### src/flash_access_cfg.svh
// constants for the flash access and wait-state controller
`ifndef FLASH_ACCESS_CFG_SVH
`define FLASH_ACCESS_CFG_SVH
// ----------------------------------------
// reset values and the far-access extension value
// ----------------------------------------
`define WAIT_COUNT_RESET    4'h4
`define WAIT_EXT_RESET      2'h0
`define WAIT_EXT_FAR        2'h1
// ----------------------------------------
// timing
// ----------------------------------------
`define CLK_MHZ             125
`define ERASE_TIME_US       8000
`define PROGRAM_TIME_US     3500
`define ERASE_CYCLES        (`ERASE_TIME_US * `CLK_MHZ)
`define PROGRAM_CYCLES      (`PROGRAM_TIME_US * `CLK_MHZ)
`define CTRL_OVERHEAD       4
`endif

### src/flash_access_pkg.sv
// types for the flash access and wait-state controller
package flash_access_pkg;
	typedef enum logic [3:0] {
		RD_IDLE = 4'h1,
		RD_WAIT = 4'h2,
		RD_DONE = 4'h4,
		RD_HOLD = 4'h8
	} rd_state_t;
	typedef enum logic [1:0] {
		OP_NONE    = 2'h0,
		OP_ERASE   = 2'h1,
		OP_PROGRAM = 2'h2
	} op_kind_t;
endpackage

### src/flash_access_waitstate_ctrl.sv
// flash read wait-state, cache window and background erase/program control
// Function
// - any module may be modified while reads come from another module, never the one being read.
// - the data flash module accepts erase or program while reads come from any other module.
// - wait states apply to non-sequential reads outside the window and to cacheable-window misses; sequential reads outside the window are served by prefetch.
// - a cacheable-window read that misses takes one wait state beyond the normal count.
// - a cacheable-window read that hits completes with no wait state.
// - erasing a sector or page completes within 8.0 ms.
// - programming a page completes within 3.5 ms.
// - the control sequencer adds a few system clock cycles to each operation.
// - after delivery every sector reads erased with no protection active.
`timescale 1ns/10ps
`include "flash_access_cfg.svh"
module flash_access_waitstate_ctrl
	import flash_access_pkg::*;
#(
	parameter int MODULES        = 5,
	parameter int DATA_MODULE    = 4,
	parameter int DW             = 32,
	parameter int ERASE_CYCLES   = `ERASE_CYCLES,
	parameter int PROGRAM_CYCLES = `PROGRAM_CYCLES
) (
	input  wire logic         clk,
	input  wire logic         arst_n,
	input  wire logic [3:0]   flash_wait_count,
	input  wire logic [1:0]   wait_extension_count,
	input  wire logic         startup_far_access_bit,
	input  wire logic         cfg_load,
	input  wire logic         rd_req,
	input  wire logic         rd_seq,
	input  wire logic         rd_cacheable,
	input  wire logic         rd_cache_hit,
	input  wire logic [2:0]   rd_module,
	input  wire logic [DW-1:0] array_rdata,
	input  wire logic         op_req,
	input  wire op_kind_t     op_kind,
	input  wire logic [2:0]   op_module,
	output logic              rd_ready,
	output logic [DW-1:0]     rd_data,
	output logic              op_accept,
	output logic              op_reject,
	output logic              op_busy,
	output logic              op_done,
	output logic [2:0]        op_active_module
);
	// ----------------------------------------
	// wait configuration
	// ----------------------------------------
	logic [3:0] wait_cnt_cfg;
	logic [1:0] wait_ext_cfg;
	always_ff @(posedge clk or negedge arst_n) begin
		if (!arst_n) begin
			wait_cnt_cfg <= `WAIT_COUNT_RESET;
			wait_ext_cfg <= `WAIT_EXT_RESET;
		end else if (cfg_load) begin
			wait_cnt_cfg <= flash_wait_count;
			wait_ext_cfg <= wait_extension_count;
		end else if (startup_far_access_bit && wait_ext_cfg == 2'h0) begin
			wait_ext_cfg <= `WAIT_EXT_FAR;
		end
	end
	// ----------------------------------------
	// read path
	// ----------------------------------------
	rd_state_t   rd_state;
	logic [5:0]  rd_cnt;
	logic [2:0]  rd_src;
	logic [5:0]  next_wait;
	always_comb begin
		if (rd_cacheable && rd_cache_hit)
			next_wait = 6'h00;
		else if (rd_seq && !rd_cacheable)
			next_wait = 6'h00;
		else
			next_wait = 6'({2'h0, wait_cnt_cfg} + {4'h0, wait_ext_cfg})
				+ 6'(rd_cacheable);
	end
	always_ff @(posedge clk or negedge arst_n) begin
		if (!arst_n) begin
			rd_state <= RD_IDLE;
			rd_cnt   <= 6'h00;
			rd_ready <= 1'b0;
			rd_data  <= '0;
			rd_src   <= 3'h7;
		end else begin
			rd_ready <= 1'b0;
			case (rd_state)
				RD_IDLE: begin
					if (rd_req) begin
						rd_src <= rd_module;
						rd_cnt <= next_wait;
						rd_state <= (next_wait == 6'h00) ? RD_DONE : RD_WAIT;
					end
				end
				RD_WAIT: begin
					rd_cnt <= rd_cnt - 6'h01;
					if (rd_cnt == 6'h01)
						rd_state <= RD_DONE;
				end
				RD_DONE: begin
					rd_ready <= 1'b1;
					rd_data  <= (op_busy && op_active_module == rd_src) ? '1 : array_rdata;
					rd_state <= RD_HOLD;
				end
				RD_HOLD: begin
					rd_src   <= 3'h7;
					rd_state <= RD_IDLE;
				end
				default: rd_state <= RD_IDLE;
			endcase
		end
	end
	// ----------------------------------------
	// background erase / program
	// ----------------------------------------
	logic [31:0] op_cnt;
	logic        op_allowed;
	always_comb begin
		if (op_module == 3'(DATA_MODULE))
			op_allowed = !(rd_req && rd_module == op_module) && rd_src != op_module;
		else
			op_allowed = !(rd_req && rd_module == op_module) && rd_src != op_module
				&& 32'(op_module) < 32'(MODULES);
	end
	always_ff @(posedge clk or negedge arst_n) begin
		if (!arst_n) begin
			op_busy          <= 1'b0;
			op_accept        <= 1'b0;
			op_reject        <= 1'b0;
			op_done          <= 1'b0;
			op_cnt           <= 32'h0;
			op_active_module <= 3'h7;
		end else begin
			op_accept <= 1'b0;
			op_reject <= 1'b0;
			op_done   <= 1'b0;
			if (op_busy) begin
				op_cnt <= op_cnt - 32'h1;
				if (op_cnt == 32'h1) begin
					op_busy          <= 1'b0;
					op_done          <= 1'b1;
					op_active_module <= 3'h7;
				end
			end else if (op_req && op_kind != OP_NONE) begin
				if (op_allowed) begin
					op_busy          <= 1'b1;
					op_accept        <= 1'b1;
					op_active_module <= op_module;
					op_cnt <= (op_kind == OP_ERASE)
						? 32'(ERASE_CYCLES - `CTRL_OVERHEAD)
						: 32'(PROGRAM_CYCLES - `CTRL_OVERHEAD);
				end else begin
					op_reject <= 1'b1;
				end
			end
		end
	end
	// ----------------------------------------
	// operation length monitor
	// ----------------------------------------
	logic [31:0] busy_len;
	logic        busy_erase;
	always_ff @(posedge clk or negedge arst_n) begin
		if (!arst_n) begin
			busy_len   <= 32'h0;
			busy_erase <= 1'b0;
		end else begin
			busy_len <= op_busy ? busy_len + 32'h1 : 32'h0;
			if (!op_busy && op_req && op_allowed)
				busy_erase <= (op_kind == OP_ERASE);
		end
	end
	// ----------------------------------------
	// read checks
	// ----------------------------------------
	ready_pulse_a: assert property (@(posedge clk) disable iff (!arst_n)
		rd_ready |=> !rd_ready)
		else $error("read ready held longer than one cycle");
	erased_read_a: assert property (@(posedge clk) disable iff (!arst_n)
		rd_state == RD_DONE && op_busy && op_active_module == rd_src |=> rd_data == '1)
		else $error("read of busy module did not return erased data");
	hit_no_wait_a: assert property (@(posedge clk) disable iff (!arst_n)
		rd_state == RD_IDLE && rd_req && rd_cacheable && rd_cache_hit |-> ##2 rd_ready)
		else $error("cache hit did not return in two cycles");
	seq_no_wait_a: assert property (@(posedge clk) disable iff (!arst_n)
		rd_state == RD_IDLE && rd_req && rd_seq && !rd_cacheable |-> ##2 rd_ready)
		else $error("sequential read stalled");
	miss_extra_a: assert property (@(posedge clk) disable iff (!arst_n)
		rd_state == RD_IDLE && rd_req && rd_cacheable && !rd_cache_hit
		|=> rd_cnt == 6'(wait_cnt_cfg + wait_ext_cfg + 1))
		else $error("cache miss wait count wrong");
	nonseq_wait_a: assert property (@(posedge clk) disable iff (!arst_n)
		rd_state == RD_IDLE && rd_req && !rd_seq && !rd_cacheable
		|=> rd_cnt == 6'(wait_cnt_cfg + wait_ext_cfg))
		else $error("non-sequential wait count wrong");
	// ----------------------------------------
	// operation and far-access extension checks
	// ----------------------------------------
	read_clash_a: assert property (@(posedge clk) disable iff (!arst_n)
		!op_busy && op_req && op_kind != OP_NONE && rd_src == op_module |=> op_reject)
		else $error("operation on module being read not refused");
	range_reject_a: assert property (@(posedge clk) disable iff (!arst_n)
		!op_busy && op_req && op_kind != OP_NONE && 32'(op_module) >= 32'(MODULES)
		|=> op_reject)
		else $error("operation on missing module not refused");
	erase_bound_a: assert property (@(posedge clk) disable iff (!arst_n)
		op_busy && busy_erase |-> busy_len < 32'(ERASE_CYCLES))
		else $error("erase exceeds its time limit");
	prog_bound_a: assert property (@(posedge clk) disable iff (!arst_n)
		op_busy && !busy_erase |-> busy_len < 32'(PROGRAM_CYCLES))
		else $error("program exceeds its time limit");
	no_self_mod_a: assert property (@(posedge clk) disable iff (!arst_n)
		op_accept |-> op_active_module != rd_src)
		else $error("module modified while being read");
	data_mod_a: assert property (@(posedge clk) disable iff (!arst_n)
		!op_busy && op_req && op_kind != OP_NONE && op_module == 3'(DATA_MODULE)
		&& rd_module != op_module && rd_src != op_module |=> op_accept)
		else $error("data module operation refused");
	busy_done_a: assert property (@(posedge clk) disable iff (!arst_n)
		op_done |-> $past(op_busy) && !op_busy)
		else $error("done without a finished operation");
	far_ext_a: assert property (@(posedge clk) disable iff (!arst_n)
		startup_far_access_bit && !cfg_load && wait_ext_cfg == 2'h0 |=> wait_ext_cfg != 2'h0)
		else $error("far access did not raise extension");
endmodule

### config.mk
export PLATFORM = sky130hd
export DESIGN_NAME = flash_access_waitstate_ctrl
export DESIGN_NICKNAME = d
export VERILOG_FILES = /design/src/flash_access_pkg.sv /design/src/flash_access_waitstate_ctrl.sv
export VERILOG_INCLUDE_DIRS = /design/src
export SDC_FILE = /design/constraint.sdc
export NUM_CORES = 1
export LEC_CHECK = 0
export BUFFER_PORTS_ARGS = -buffer_cell sky130_fd_sc_hd__buf_2
export CAP_MARGIN = 20
export CORE_MARGIN = 2
export CORE_UTILIZATION = 49
export CTS_CLUSTER_SIZE = 12
export DETAILED_ROUTE_END_ITERATION = 10
export HOLD_SLACK_MARGIN = 0.12
export PLACE_DENSITY = 0.76
export SYNTH_ARGS = -nofsm -noshare
export SYNTH_HDL_FRONTEND = slang
export SYNTH_SLANG_ARGS = --single-unit
### constraint.sdc
create_clock -name clk -period 2.33 [get_ports clk]
set_input_delay 0.466 -clock clk [delete_from_list [all_inputs] [get_ports clk]]
set_output_delay 0.466 -clock clk [all_outputs]
set_load 0.05 [all_outputs]
==> metrics.md, run 1 <==
| Metric | Value |
|---|---|
| Status | `complete, but fails checks` |
| Final setup margin | `-0.0465 ns` |
| Total power | `7.04 mW` |
| Num CTS Buffers | `9` |
| Nets | `575` |
| Critical Path Sink | `op_active_module[2]` |
| Setup Slack @ Placement | `-0.0538 ns` |
| Register area share after synthesis | `54.3%` |
| Worst R2R Setup Slack | `-0.05 ns` |
| Vias per cell | `between 5 and 6` |
| Hold WS | `0.296 ns` |
| Pwr dens | `1310 mW/mm²` |
| CP arrival | `2.67 ns` |
| First-pass GRT wire length | `17.4 mm` |
| Final period util | `102%` |
| Fin crit period | `2.38 ns` |
| Mean post-synth cell area | `11.0 µm²` |
| Post-synth top area cell | `dfrtp_1` |
| Die area | `between 0.009 and 0.01 mm²` |
| H-tree Lvls | `3` |
| Routed vias | `3558` |
| Initial antenna violation count | `0` |
| Layout Skew | `between 0.01 and 0.015 ns` |
| Dpl hpwl | `7.24 mm` |
| Final cell count without fillers | `between 600 and 700` |
| Vias in the first global route | `approximately 3700` |
| Post-Layout Inst Area | `0.00539 mm²` |
| Setup TNS | `-0.218 ns` |
| Die X-Extent | `96.7 µm` |
| CTS tree | `yes` |
| Slew Limit Fails | `0` |
| RSZ-0062 raised after global routing | `yes` |
| Area of the mapped netlist | `approximately 0.0042 mm²` |
| Synth cell types | `51` |
| Clock Path Buffers | `2` |
| Yosys Warn Count | `0` |
| Top_reg_cell synth | `dfrtp_1` |
| Worst min-delay path category | `primary input to register` |
| Insertion delay to the later sink of the worst-skew pair | `about 0.37 ns` |
| Worst setup path category | `register to register` |
| WL/cell | `16.2 µm` |
| Seq. cell area | `0.00229 mm²` |
| Filler cells | `around 680` |
| I/O Buffers | `94` |
| Critical Path Start | `op_cnt[24]` |
| Placed insts | `600` |
| FF-to-FF path depth | `7` |
| DRC viols | `0` |
| Placeable Area | `0.00826 mm²` |
| Largest net degree at the start of global routing | `34` |
| Area Growth Syn to Fin | `27.8%` |
| Max_cap viols | `0` |
| Final GP Congestion | `0.840` |
| Count leader, synth | `dfrtp_1` |
| R2r endpoint | `op_active_module[2]` |
| Antenna cells | `0` |
| Critical path required time | `2.63 ns` |
| Normalized max-slew margin | `a little over 70%` |
| Clk sink count | `91` |
| Post-synth EDFFs | `0` |
| Initial Util | `about half` |
| Worst-path clk slew | `0.10 ns` |
| Clock Root Buffer | `clkbuf_8` |
| Failing checks | `setup timing` |
| Placed inst area | `0.00504 mm²` |
| Share of cells above drive strength 1 | `a little under two fifths` |
| Critical-path maximum fanout | `5` |
| Synth cell count leaders | `dfrtp_1 (83), o22a_1 (32), nand2_1 (22)` |
| Peak Freq | `421 MHz` |
| Post-DRT Antenna Nets | `0` |
| Gr ovfl total | `0` |
| FFs w/ async S/R, synth | `100%` |
| Worst Tran Pin Value | `0.420 ns` |
| Final Setup Violations | `6` |
| Final Hold Vio Count | `0` |
| Leading post-synthesis cells by cell area | `dfrtp_1 (49%), o22a_1 (6.7%), dfstp_2 (5.0%)` |
| TritonRoute pass-1 iters | `4` |
| Element type at the critical path end | `register` |
| VDD IR max | `between 1 and 1.5 mV` |
| LEAKAGE | `2.42 nW` |
| Cells after Synth | `383` |
| FP Rows | `33` |
| Total GRT Usage | `between 20 and 25%` |
| Multi-input logic area | `0.00189 mm²` |
| Initial DRC Count | `~200` |
| Total routed wirelength | `10.1 mm` |
| Core Util, Final | `65.2%` |
| Die height | `96.7 µm` |
| Reg2reg start | `op_cnt[24]` |
| Number of synthesized register bits | `91` |
| Startpoint types | `register` |
| Io pins | `95` |
| Area share of the largest cell type after synthesis | `49.3%` |
| Post-synth net total | `around 450` |
## power breakdown
group	internal (mW)	switching (mW)
clock	0.514	0.615
sequential	2.25	0.543
combinational	1.13	1.99
## cells by family after synthesis
group | count (synthesis) | synth area share [%]
AOI/OAI and AO/OA | 100 | 17.6
xor gates and xnor gates | 21 | 4.36
adders and majority gates | 7 | 2.43
buffers and inverters | 37 | 3.35
DFF | 91 | 54.3
muxes | 6 | 1.54
and+or+nand+nor | 121 | 16.4
## state kept, by name, summed over array words and instances (netlist names)
| signal | cells |
|---|---|
| op_active_module | 3 |
| op_done | 1 |
| rd_src | 3 |
| wait_ext_cfg | 2 |
| op_reject | 1 |
| rd_ready | 1 |
| op_busy | 1 |
| op_cnt | 32 |
| rd_state | 4 |
| wait_cnt_cfg | 4 |
| rd_cnt | 6 |
| op_accept | 1 |
| rd_data | 32 |
## final cells by class
type | count | area share, %
flip-flops and latches | 91 | 42.5
well taps | 105 | 2.44
clock buffers | 9 | 2.30
clock inverters | 7 | 1.56
inverters | 20 | 1.39
repair buffers | 136 | 14.7
multi-input cells | 255 | 35.2
## how the worst min path moves through the flow
stage,start,to,slack (ns),depth (start not counted)
2_1_floorplan,arst_n,op_accept,0.17,0
3_3_place_gp,arst_n,op_cnt[28],0.42,1
3_5_place_dp,arst_n,op_cnt[21],0.42,1
4_1_cts,wait_extension_count[0],wait_ext_cfg[0],0.29,3
5_1_grt,array_rdata[0],rd_data[0],0.29,2
6_report,wait_extension_count[0],wait_ext_cfg[0],0.30,3
## placed cells by master (no fill, tap or decap), drive strengths merged, types with 5 or more instances in the layout
cell type  synthesis  layout
dfrtp             83      83
xor2               7       7
ha                 5       5
nand3             14      14
clkbuf            15       9
a221oi             6       6
o41ai              5       5
nor2              16      16
nor3              17      17
a21oi             11      11
inv               19      22
or3                7       7
or4                9       9
buf                2     135
dfstp              8       8
xnor2             14      14
o22a              32      32
nand2b             5       5
nand2             22      22
nor4               6       6
o21ai             20      20
## repair_timing
action | in CTS | in global routing
buffers inserted | 3 | 3
setup endpoints to repair | 4 | 17
pin swaps | 1 | 1
resized for setup | 2 | 16
endpoints found under the hold margin | 27 | 0
hold buffers | 1 | 0
## worst max-delay path, cell delays in order, from the launching register on
cell	delay (ns)
dfrtp_1	0.40
or4_4	0.54
or4_4	0.43
or3_4	0.36
nor4_4	0.20
buf_4	0.18
or2b_4	0.14
a21oi_2	0.05
## layer usage
layer | GRT usage, % | routed length, µm | share of wire, % | up-vias
li1 | - | - | - | 1684
met1 | 29.6 | 4450 | 44 | 1748
met2 | 36.7 | 4850 | 48 | 112
met3 | 6.14 | 660 | 6.5 | 14
met4 | 6.18 | 132 | 1.3 | 0
met5 | 0 | 0 | 0 | -
No activity file was read; power rests on OpenSTA's default activity.
==> run 2: changes to the inputs <==
--- a/config.mk
+++ b/config.mk
@@ -12,6 +12,7 @@
 export CORE_UTILIZATION = 49
 export CTS_CLUSTER_SIZE = 12
 export DETAILED_ROUTE_END_ITERATION = 10
+export GPL_TIMING_DRIVEN = 0
 export HOLD_SLACK_MARGIN = 0.12
 export PLACE_DENSITY = 0.76
 export SYNTH_ARGS = -nofsm -noshare
==> run 2 against run 1 <==
Wire length is 1.3% lower. Register-to-register slack is essentially flat. Final cell count is 1.1% lower. Total power shrank 1.6%. Sequential power about the same. Die area is the same. Critical path depth fell by 1. Clock skew rose by 0.0029 ns. Utilization is 0.88 points lower. The flow still finishes with violations (setup timing).
==> metrics.md, run 2 (synthesized netlist as in run 1, its figures left out) <==
| Metric | Value |
|---|---|
| Max incr delay on CP | `0.55 ns` |
| Placed inst area | `slightly below 0.005 mm²` |
| Fin crit period | `between 2 and 2.5 ns` |
| Final cell count without fillers | `616` |
| Status | `complete, but fails checks` |
| Worst setup path category | `register to register` |
| Worst-path cell with the longest stage delay | `or4_4` |
| Clk sink count | `91` |
| Antenna cells | `0` |
| Dpl hpwl | `7.01 mm` |
| Gate power share | `43.7%` |
| Final GP Congestion | `0.860` |
| VDD IR max | `1.09 mV` |
| Final setup margin | `-0.0585 ns` |
| Num CTS Buffers | `9` |
| Io pins | `95` |
| H-tree Lvls | `3` |
| TritonRoute pass-1 iters | `4` |
| Placed insts | `581` |
| Setup TNS | `-0.116 ns` |
| Worst Tran Pin Value | `0.715 ns` |
| Total power | `6.92 mW` |
| Pint | `about 3.8 mW` |
| Startpoint types | `register` |
| Switching power | `3.17 mW` |
| CTS tree | `yes` |
| CP arrival | `2.64 ns` |
| Switching share of power | `45.7%` |
| I/O Buffers | `92` |
| Die X-Extent | `around 97 µm` |
| Insertion delay to the later sink of the worst-skew pair | `0.37 ns` |
| Final period util | `103%` |
| Core Util, Final | `64.3%` |
| Worst R2R Setup Slack | `-0.06 ns` |
| Clock Root Buffer | `clkbuf_8` |
| Cell family with most CP delay | `simple AND/OR/NAND/NOR gates` |
| Top Registers | `op_cnt: 32 flops, rd_data: 32 flops, rd_cnt: 6 flops` |
| Final Hold Vio Count | `0` |
| Critical Path Start | `op_cnt[6]` |
| Most frequent cells in the layout | `buf_2 (91), dfrtp_1 (82), o22a_1 (32)` |
| Placeable Area | `0.00826 mm²` |
| Vias in the first global route | `3649` |
| FF-to-FF path depth | `6` |
| R2r endpoint | `op_cnt[16]` |
| Reg2reg start | `op_cnt[6]` |
| Vias per cell | `5.75` |
| Largest net degree at the start of global routing | `64` |
| Layout Skew | `0.0155 ns` |
| Total routed wirelength | `9.95 mm` |
| Failing checks | `setup timing` |
| WL/cell | `16.2 µm` |
| Clock Path Buffers | `2` |
| Worst Path Buf+Inv | `0` |
| Initial Util | `51.0%` |
| Max_cap viols | `0` |
| Critical path required time | `2.58 ns` |
| Pwr dens | `about 1300 mW/mm²` |
| Element type at the critical path end | `register` |
| Post-DRT Antenna Nets | `0` |
| Worst min-delay path category | `primary input to register` |
| Gr ovfl total | `0` |
| First-pass GRT wire length | `about 17 mm` |
| DRC viols | `0` |
| Clock Power Share | `~16%` |
| Slew Limit Fails | `0` |
| Most numerous cell on the critical path | `or3_4` |
| Die area | `0.00936 mm²` |
| Worst-path clk slew | `0.11 ns` |
| Die height | `96.7 µm` |
| Post-Layout Inst Area | `0.00531 mm²` |
| FP Rows | `33` |
| RSZ-0062 raised after global routing | `yes` |
| Worst Hold Launch | `array_rdata[21]` |
| Critical Path Sink | `op_cnt[16]` |
| Total GRT Usage | `21.6%` |
| Peak Freq | `about 420 MHz` |
| Nets | `about 570` |
| CP Depth | `6` |
| Area Growth Syn to Fin | `26.1%` |
| Routed vias | `3542` |
| Initial DRC Count | `161` |
| Final Setup Violations | `6` |
| Commonest non-fill, non-tap cell in the layout | `buf_2` |
| Sequential Power Share | `40.5%` |
| Normalized max-slew margin | `51.9%` |
| Initial antenna violation count | `0` |
| Critical-path maximum fanout | `4` |
| LEAKAGE | `2.37 nW` |
| Share of cells above drive strength 1 | `approximately 34%` |
| Critical-path cell list | `or4_4 > or3_4 > or3_4 > nor3_4 > xor2_1 > a221o_1` |
-- run 2: cell types whose count changed in the layout (fill, tap and decap cells not counted), moves of 2 or more --
cell and delta:
buf_2 -2, buf_6 +2, inv_8 +3, nor2_2 +2, nor3_2 -2, nor2_1 -2
nor4_4 -2, buf_4 -23, clkinvlp_4 -3, or4_4 -2, clkbuf_2 +5, clkbuf_1 +10
-- run 2: stage by stage --
step	setup slack, ns	hold slack (ns)
final	-0.0585	0.293
after detailed placement	-0.491	0.433
after global placement	-0.438	0.464
after floorplan	-0.0460	0.170
after global routing	-0.142	0.280
after CTS	-0.121	0.283
-- run 2: worst min path at each step --
| stage | slack (ns) | cells past startpoint | endpoint |
|---|---|---|---|
| 4_1_cts | 0.28 | 2 | rd_data[21] |
| 2_1_floorplan | 0.17 | 0 | op_accept |
| 6_report | 0.29 | 2 | rd_data[21] |
| 3_5_place_dp | 0.43 | 1 | op_cnt[28] |
| 5_1_grt | 0.28 | 2 | rd_data[0] |
| 3_3_place_gp | 0.46 | 1 | op_cnt[30] |
-- run 2: cell type report --
| cell class | count | area, µm² |
|---|---|---|
| Fill cell | 669 | 2950 |
| Clock buffer | 9 | 124 |
| Timing Repair Buffer | 113 | 651 |
| Inverter | 20 | 77.6 |
| Buffer | 16 | 70.1 |
| Sequential cell | 91 | 2290 |
| Clock inverter | 7 | 73.8 |
| Multi-Input combinational cell | 255 | 1900 |
| Tap cell | 105 | 131 |
-- run 2: power by group through the flow --
stage               Combinational, mW  Sequential (mW)  Clock (mW)
finish                           3.03             2.80        1.10
CTS                              2.94             2.79        1.12
global placement                 2.78             2.77           0
floorplan                        1.15             3.78           0
detailed placement               2.86             2.81           0
global route                     3.25             2.90        1.19
-- run 2: metal layers --
metal | global-route usage [%] | up-vias | wire (µm)
li1 | - | 1678 | -
met1 | 28.2 | 1730 | 4370
met2 | 34.6 | 113 | 4750
met3 | 5.78 | 21 | 650
met4 | 8.23 | 0 | 189
met5 | 0 | - | 0
-- run 2: timing repair --
action                                  in CTS  in global routing
buffers inserted                            11                  8
gates resized for setup                     16                 23
endpoints found under the hold margin       27                  0
pin swaps                                    2                  5
hold buffers                                 1                  0
endpoints found under the setup margin      55                 57
==> run 3: changes to the inputs <==
--- a/config.mk
+++ b/config.mk
@@ -6,15 +6,17 @@
 export SDC_FILE = /design/constraint.sdc
 export NUM_CORES = 1
 export LEC_CHECK = 0
-export BUFFER_PORTS_ARGS = -buffer_cell sky130_fd_sc_hd__buf_2
 export CAP_MARGIN = 20
+export CELL_PAD_IN_SITES_DETAIL_PLACEMENT = 2
+export CELL_PAD_IN_SITES_GLOBAL_PLACEMENT = 2
 export CORE_MARGIN = 2
-export CORE_UTILIZATION = 49
+export CORE_UTILIZATION = 36
 export CTS_CLUSTER_SIZE = 12
 export DETAILED_ROUTE_END_ITERATION = 10
+export DONT_BUFFER_PORTS = 1
 export GPL_TIMING_DRIVEN = 0
 export HOLD_SLACK_MARGIN = 0.12
-export PLACE_DENSITY = 0.76
+export PLACE_DENSITY_LB_ADDON = 0.1
 export SYNTH_ARGS = -nofsm -noshare
 export SYNTH_HDL_FRONTEND = slang
 export SYNTH_SLANG_ARGS = --single-unit
==> run 3 against run 2 <==
The run ends with hold timing, setup timing left. Count of clock-buffer cells in the layout is 2 higher. Sequential cell count unchanged. First-iteration DRC count fell by 40%. Worst setup slack barely moved. Via count is 7.8% lower. Clock skew shrank 0.0097 ns. Sequential share of layout area grew 2.0 points. Total power up 0.97%. Clock power is 23% higher. Cell area down 4.4%. Sequential power is 42% higher.
==> metrics.md, run 3 (synthesized netlist as in run 1, its figures left out) <==
| Metric | Value |
|---|---|
| Critical path required time | `about 2.6 ns` |
| Die X-Extent | `112 µm` |
| Routed vias | `between 3000 and 4000` |
| Total routed wirelength | `between 10 and 15 mm` |
| Slew Limit Fails | `0` |
| Total GRT Usage | `19.5%` |
| Most frequent cells in the layout | `dfrtp_1 (82), o22a_1 (32), nand2_1 (22), buf_4 (22), inv_1 (19)` |
| Final cell count without fillers | `roughly 570` |
| CTS tree | `yes` |
| Insertion delay to the later sink of the worst-skew pair | `between 0.3 and 0.4 ns` |
| Vias in the first global route | `3610` |
| Area Growth Syn to Fin | `20.6%` |
| Commonest non-fill, non-tap cell in the layout | `dfrtp_1` |
| Die height | `112 µm` |
| VDD IR max | `around 1 mV` |
| Final period util | `103%` |
| Clock Path Buffers | `2` |
| Worst-path clk slew | `0.07 ns` |
| Vias per cell | `approximately 5.8` |
| First-pass GRT wire length | `19.2 mm` |
| Failing checks | `hold timing, setup timing` |
| DRC viols | `0` |
| Max_cap viols | `0` |
| Initial Util | `36.9%` |
| Pwr dens | `1380 mW/mm²` |
| Nets | `between 400 and 500` |
| Post-DRT Antenna Nets | `0` |
| CP arrival | `2.62 ns` |
| Clock Root Buffer | `clkbuf_16` |
| Normalized max-slew margin | `39.1%` |
| Final GP Congestion | `approximately 0.77` |
| Num CTS Buffers | `9` |
| WL/cell | `21.1 µm` |
| Final setup margin | `-0.0589 ns` |
| RSZ-0062 raised after global routing | `yes` |
| Peak Freq | `419 MHz` |
| I/O Buffers | `0` |
| Antenna cells | `0` |
| LEAKAGE | `2.11 nW` |
| Initial antenna violation count | `0` |
| Placed insts | `526` |
| Dpl hpwl | `8.09 mm` |
| Startpoint types | `register` |
| Status | `complete, but fails checks` |
| Share of cells above drive strength 1 | `22.7%` |
| Worst min-delay path category | `primary input to async pin` |
| Largest net degree at the start of global routing | `92` |
| FP Rows | `39` |
| Filler cells | `1199` |
| Placeable Area | `0.0114 mm²` |
| Die area | `0.0126 mm²` |
| Layout Skew | `~0.0058 ns` |
| Seq. cell area | `0.00229 mm²` |
| Fin crit period | `2.39 ns` |
| Top Registers | `op_cnt: 32 flops, rd_data: 32 flops, rd_cnt: 6 flops` |
| Gr ovfl total | `0` |
| Hold WS | `-0.196 ns` |
| Worst setup path category | `register to register` |
| Multi-input logic area | `0.00198 mm²` |
| Clk sink count | `91` |
| H-tree Lvls | `3` |
| Initial DRC Count | `96` |
| Io pins | `95` |
| Final Hold Vio Count | `91` |
| Final Setup Violations | `3` |
| Worst Tran Pin Value | `roughly 0.91 ns` |
| Element type at the critical path end | `register` |
| TritonRoute pass-1 iters | `4` |
| Critical-path maximum fanout | `2` |
==> run 3: changes by cell type in the layout (fill, tap and decap cells not counted), sizes merged <==
cell         change
buf             -87
clkinvlp         +1
clkbuf           +2
dlygate4sd3      -1
inv              -6
clkinv           +3
==> run 3: worst paths after layout <==
path / cells after the start / slack [ns] / end / from
worst max-delay path: 6 / -0.06 / op_cnt[16] / op_cnt[7]
worst min-delay path: 0 / -0.20 / op_cnt[28] / arst_n
worst max register to register: 6 / -0.06 / op_cnt[16] / op_cnt[7]
worst min register to register: 1 / 0.49 / op_cnt[21] / op_cnt[21]
max in group asynchronous: 0 / 2.32 / wait_cnt_cfg[2] / arst_n
min in group clk: 1 / 0.24 / rd_data[27] / array_rdata[27]
==> run 3: per-layer routing <==
metal	wire [µm]	GRT usage, %	share of wire, %
met1	4870	22.7	41
met2	6390	34.5	54
met3	524	5.94	4.4
met4	159	6.26	1.3
met5	0	0	0
==> run 3: metrics by stage <==
| stage | setup slack [ns] | setup TNS [ns] | total power, mW | utilization [%] | instance area, µm² |
|---|---|---|---|---|---|
| 2_1_floorplan | -0.0460 | -0.0901 | 4.93 | - | 4230 |
| 3_3_place_gp | -0.587 | -26.81 | 5.28 | 38.6 | 4410 |
| 3_5_place_dp | -0.646 | -30.01 | 5.41 | 38.6 | 4410 |
| 4_1_cts | -0.119 | -0.128 | 6.98 | 43.5 | 4970 |
| 5_1_grt | -0.132 | -0.540 | 7.41 | 44.5 | 5080 |
| 6_report | -0.0589 | -0.0945 | 6.99 | 44.5 | 5080 |
==> run 3: report_power, final <==
| group | internal (mW) | leakage [nW] | switching, mW |
|---|---|---|---|
| Combinational | 0.875 | 0.928 | 0.771 |
| Clock | 0.729 | 0.130 | 0.625 |
| Sequential | 2.24 | 1.05 | 1.75 |
==> run 3: critical path: stages (launching register included) <==
cell and delay, ns:
dfrtp_1 0.39, or4_4 0.54, or3_4 0.38, or3_4 0.37, nor3_4 0.17, xor2_1 0.09, a221o_1 0.34
==> run 3: cell type report <==
type | count | share of cell area (%)
Buffer | 16 | 1.48
Clock buffer | 11 | 4.58
Clock inverter | 5 | 0.763
Inverter | 20 | 1.58
Multi-Input combinational cell | 255 | 39.0
Sequential cell | 91 | 45.0
Tap cell | 143 | 3.52
Timing Repair Buffer | 25 | 4.09
==> run 3: timing repair <==
item / CTS / global route
endpoints found under the hold margin: 91 / 91
gates resized for setup: 33 / 20
endpoints found under the setup margin: 65 / 58
gates cloned: 0 / 0
buffers inserted: 16 / 9
pin swaps: 7 / 15
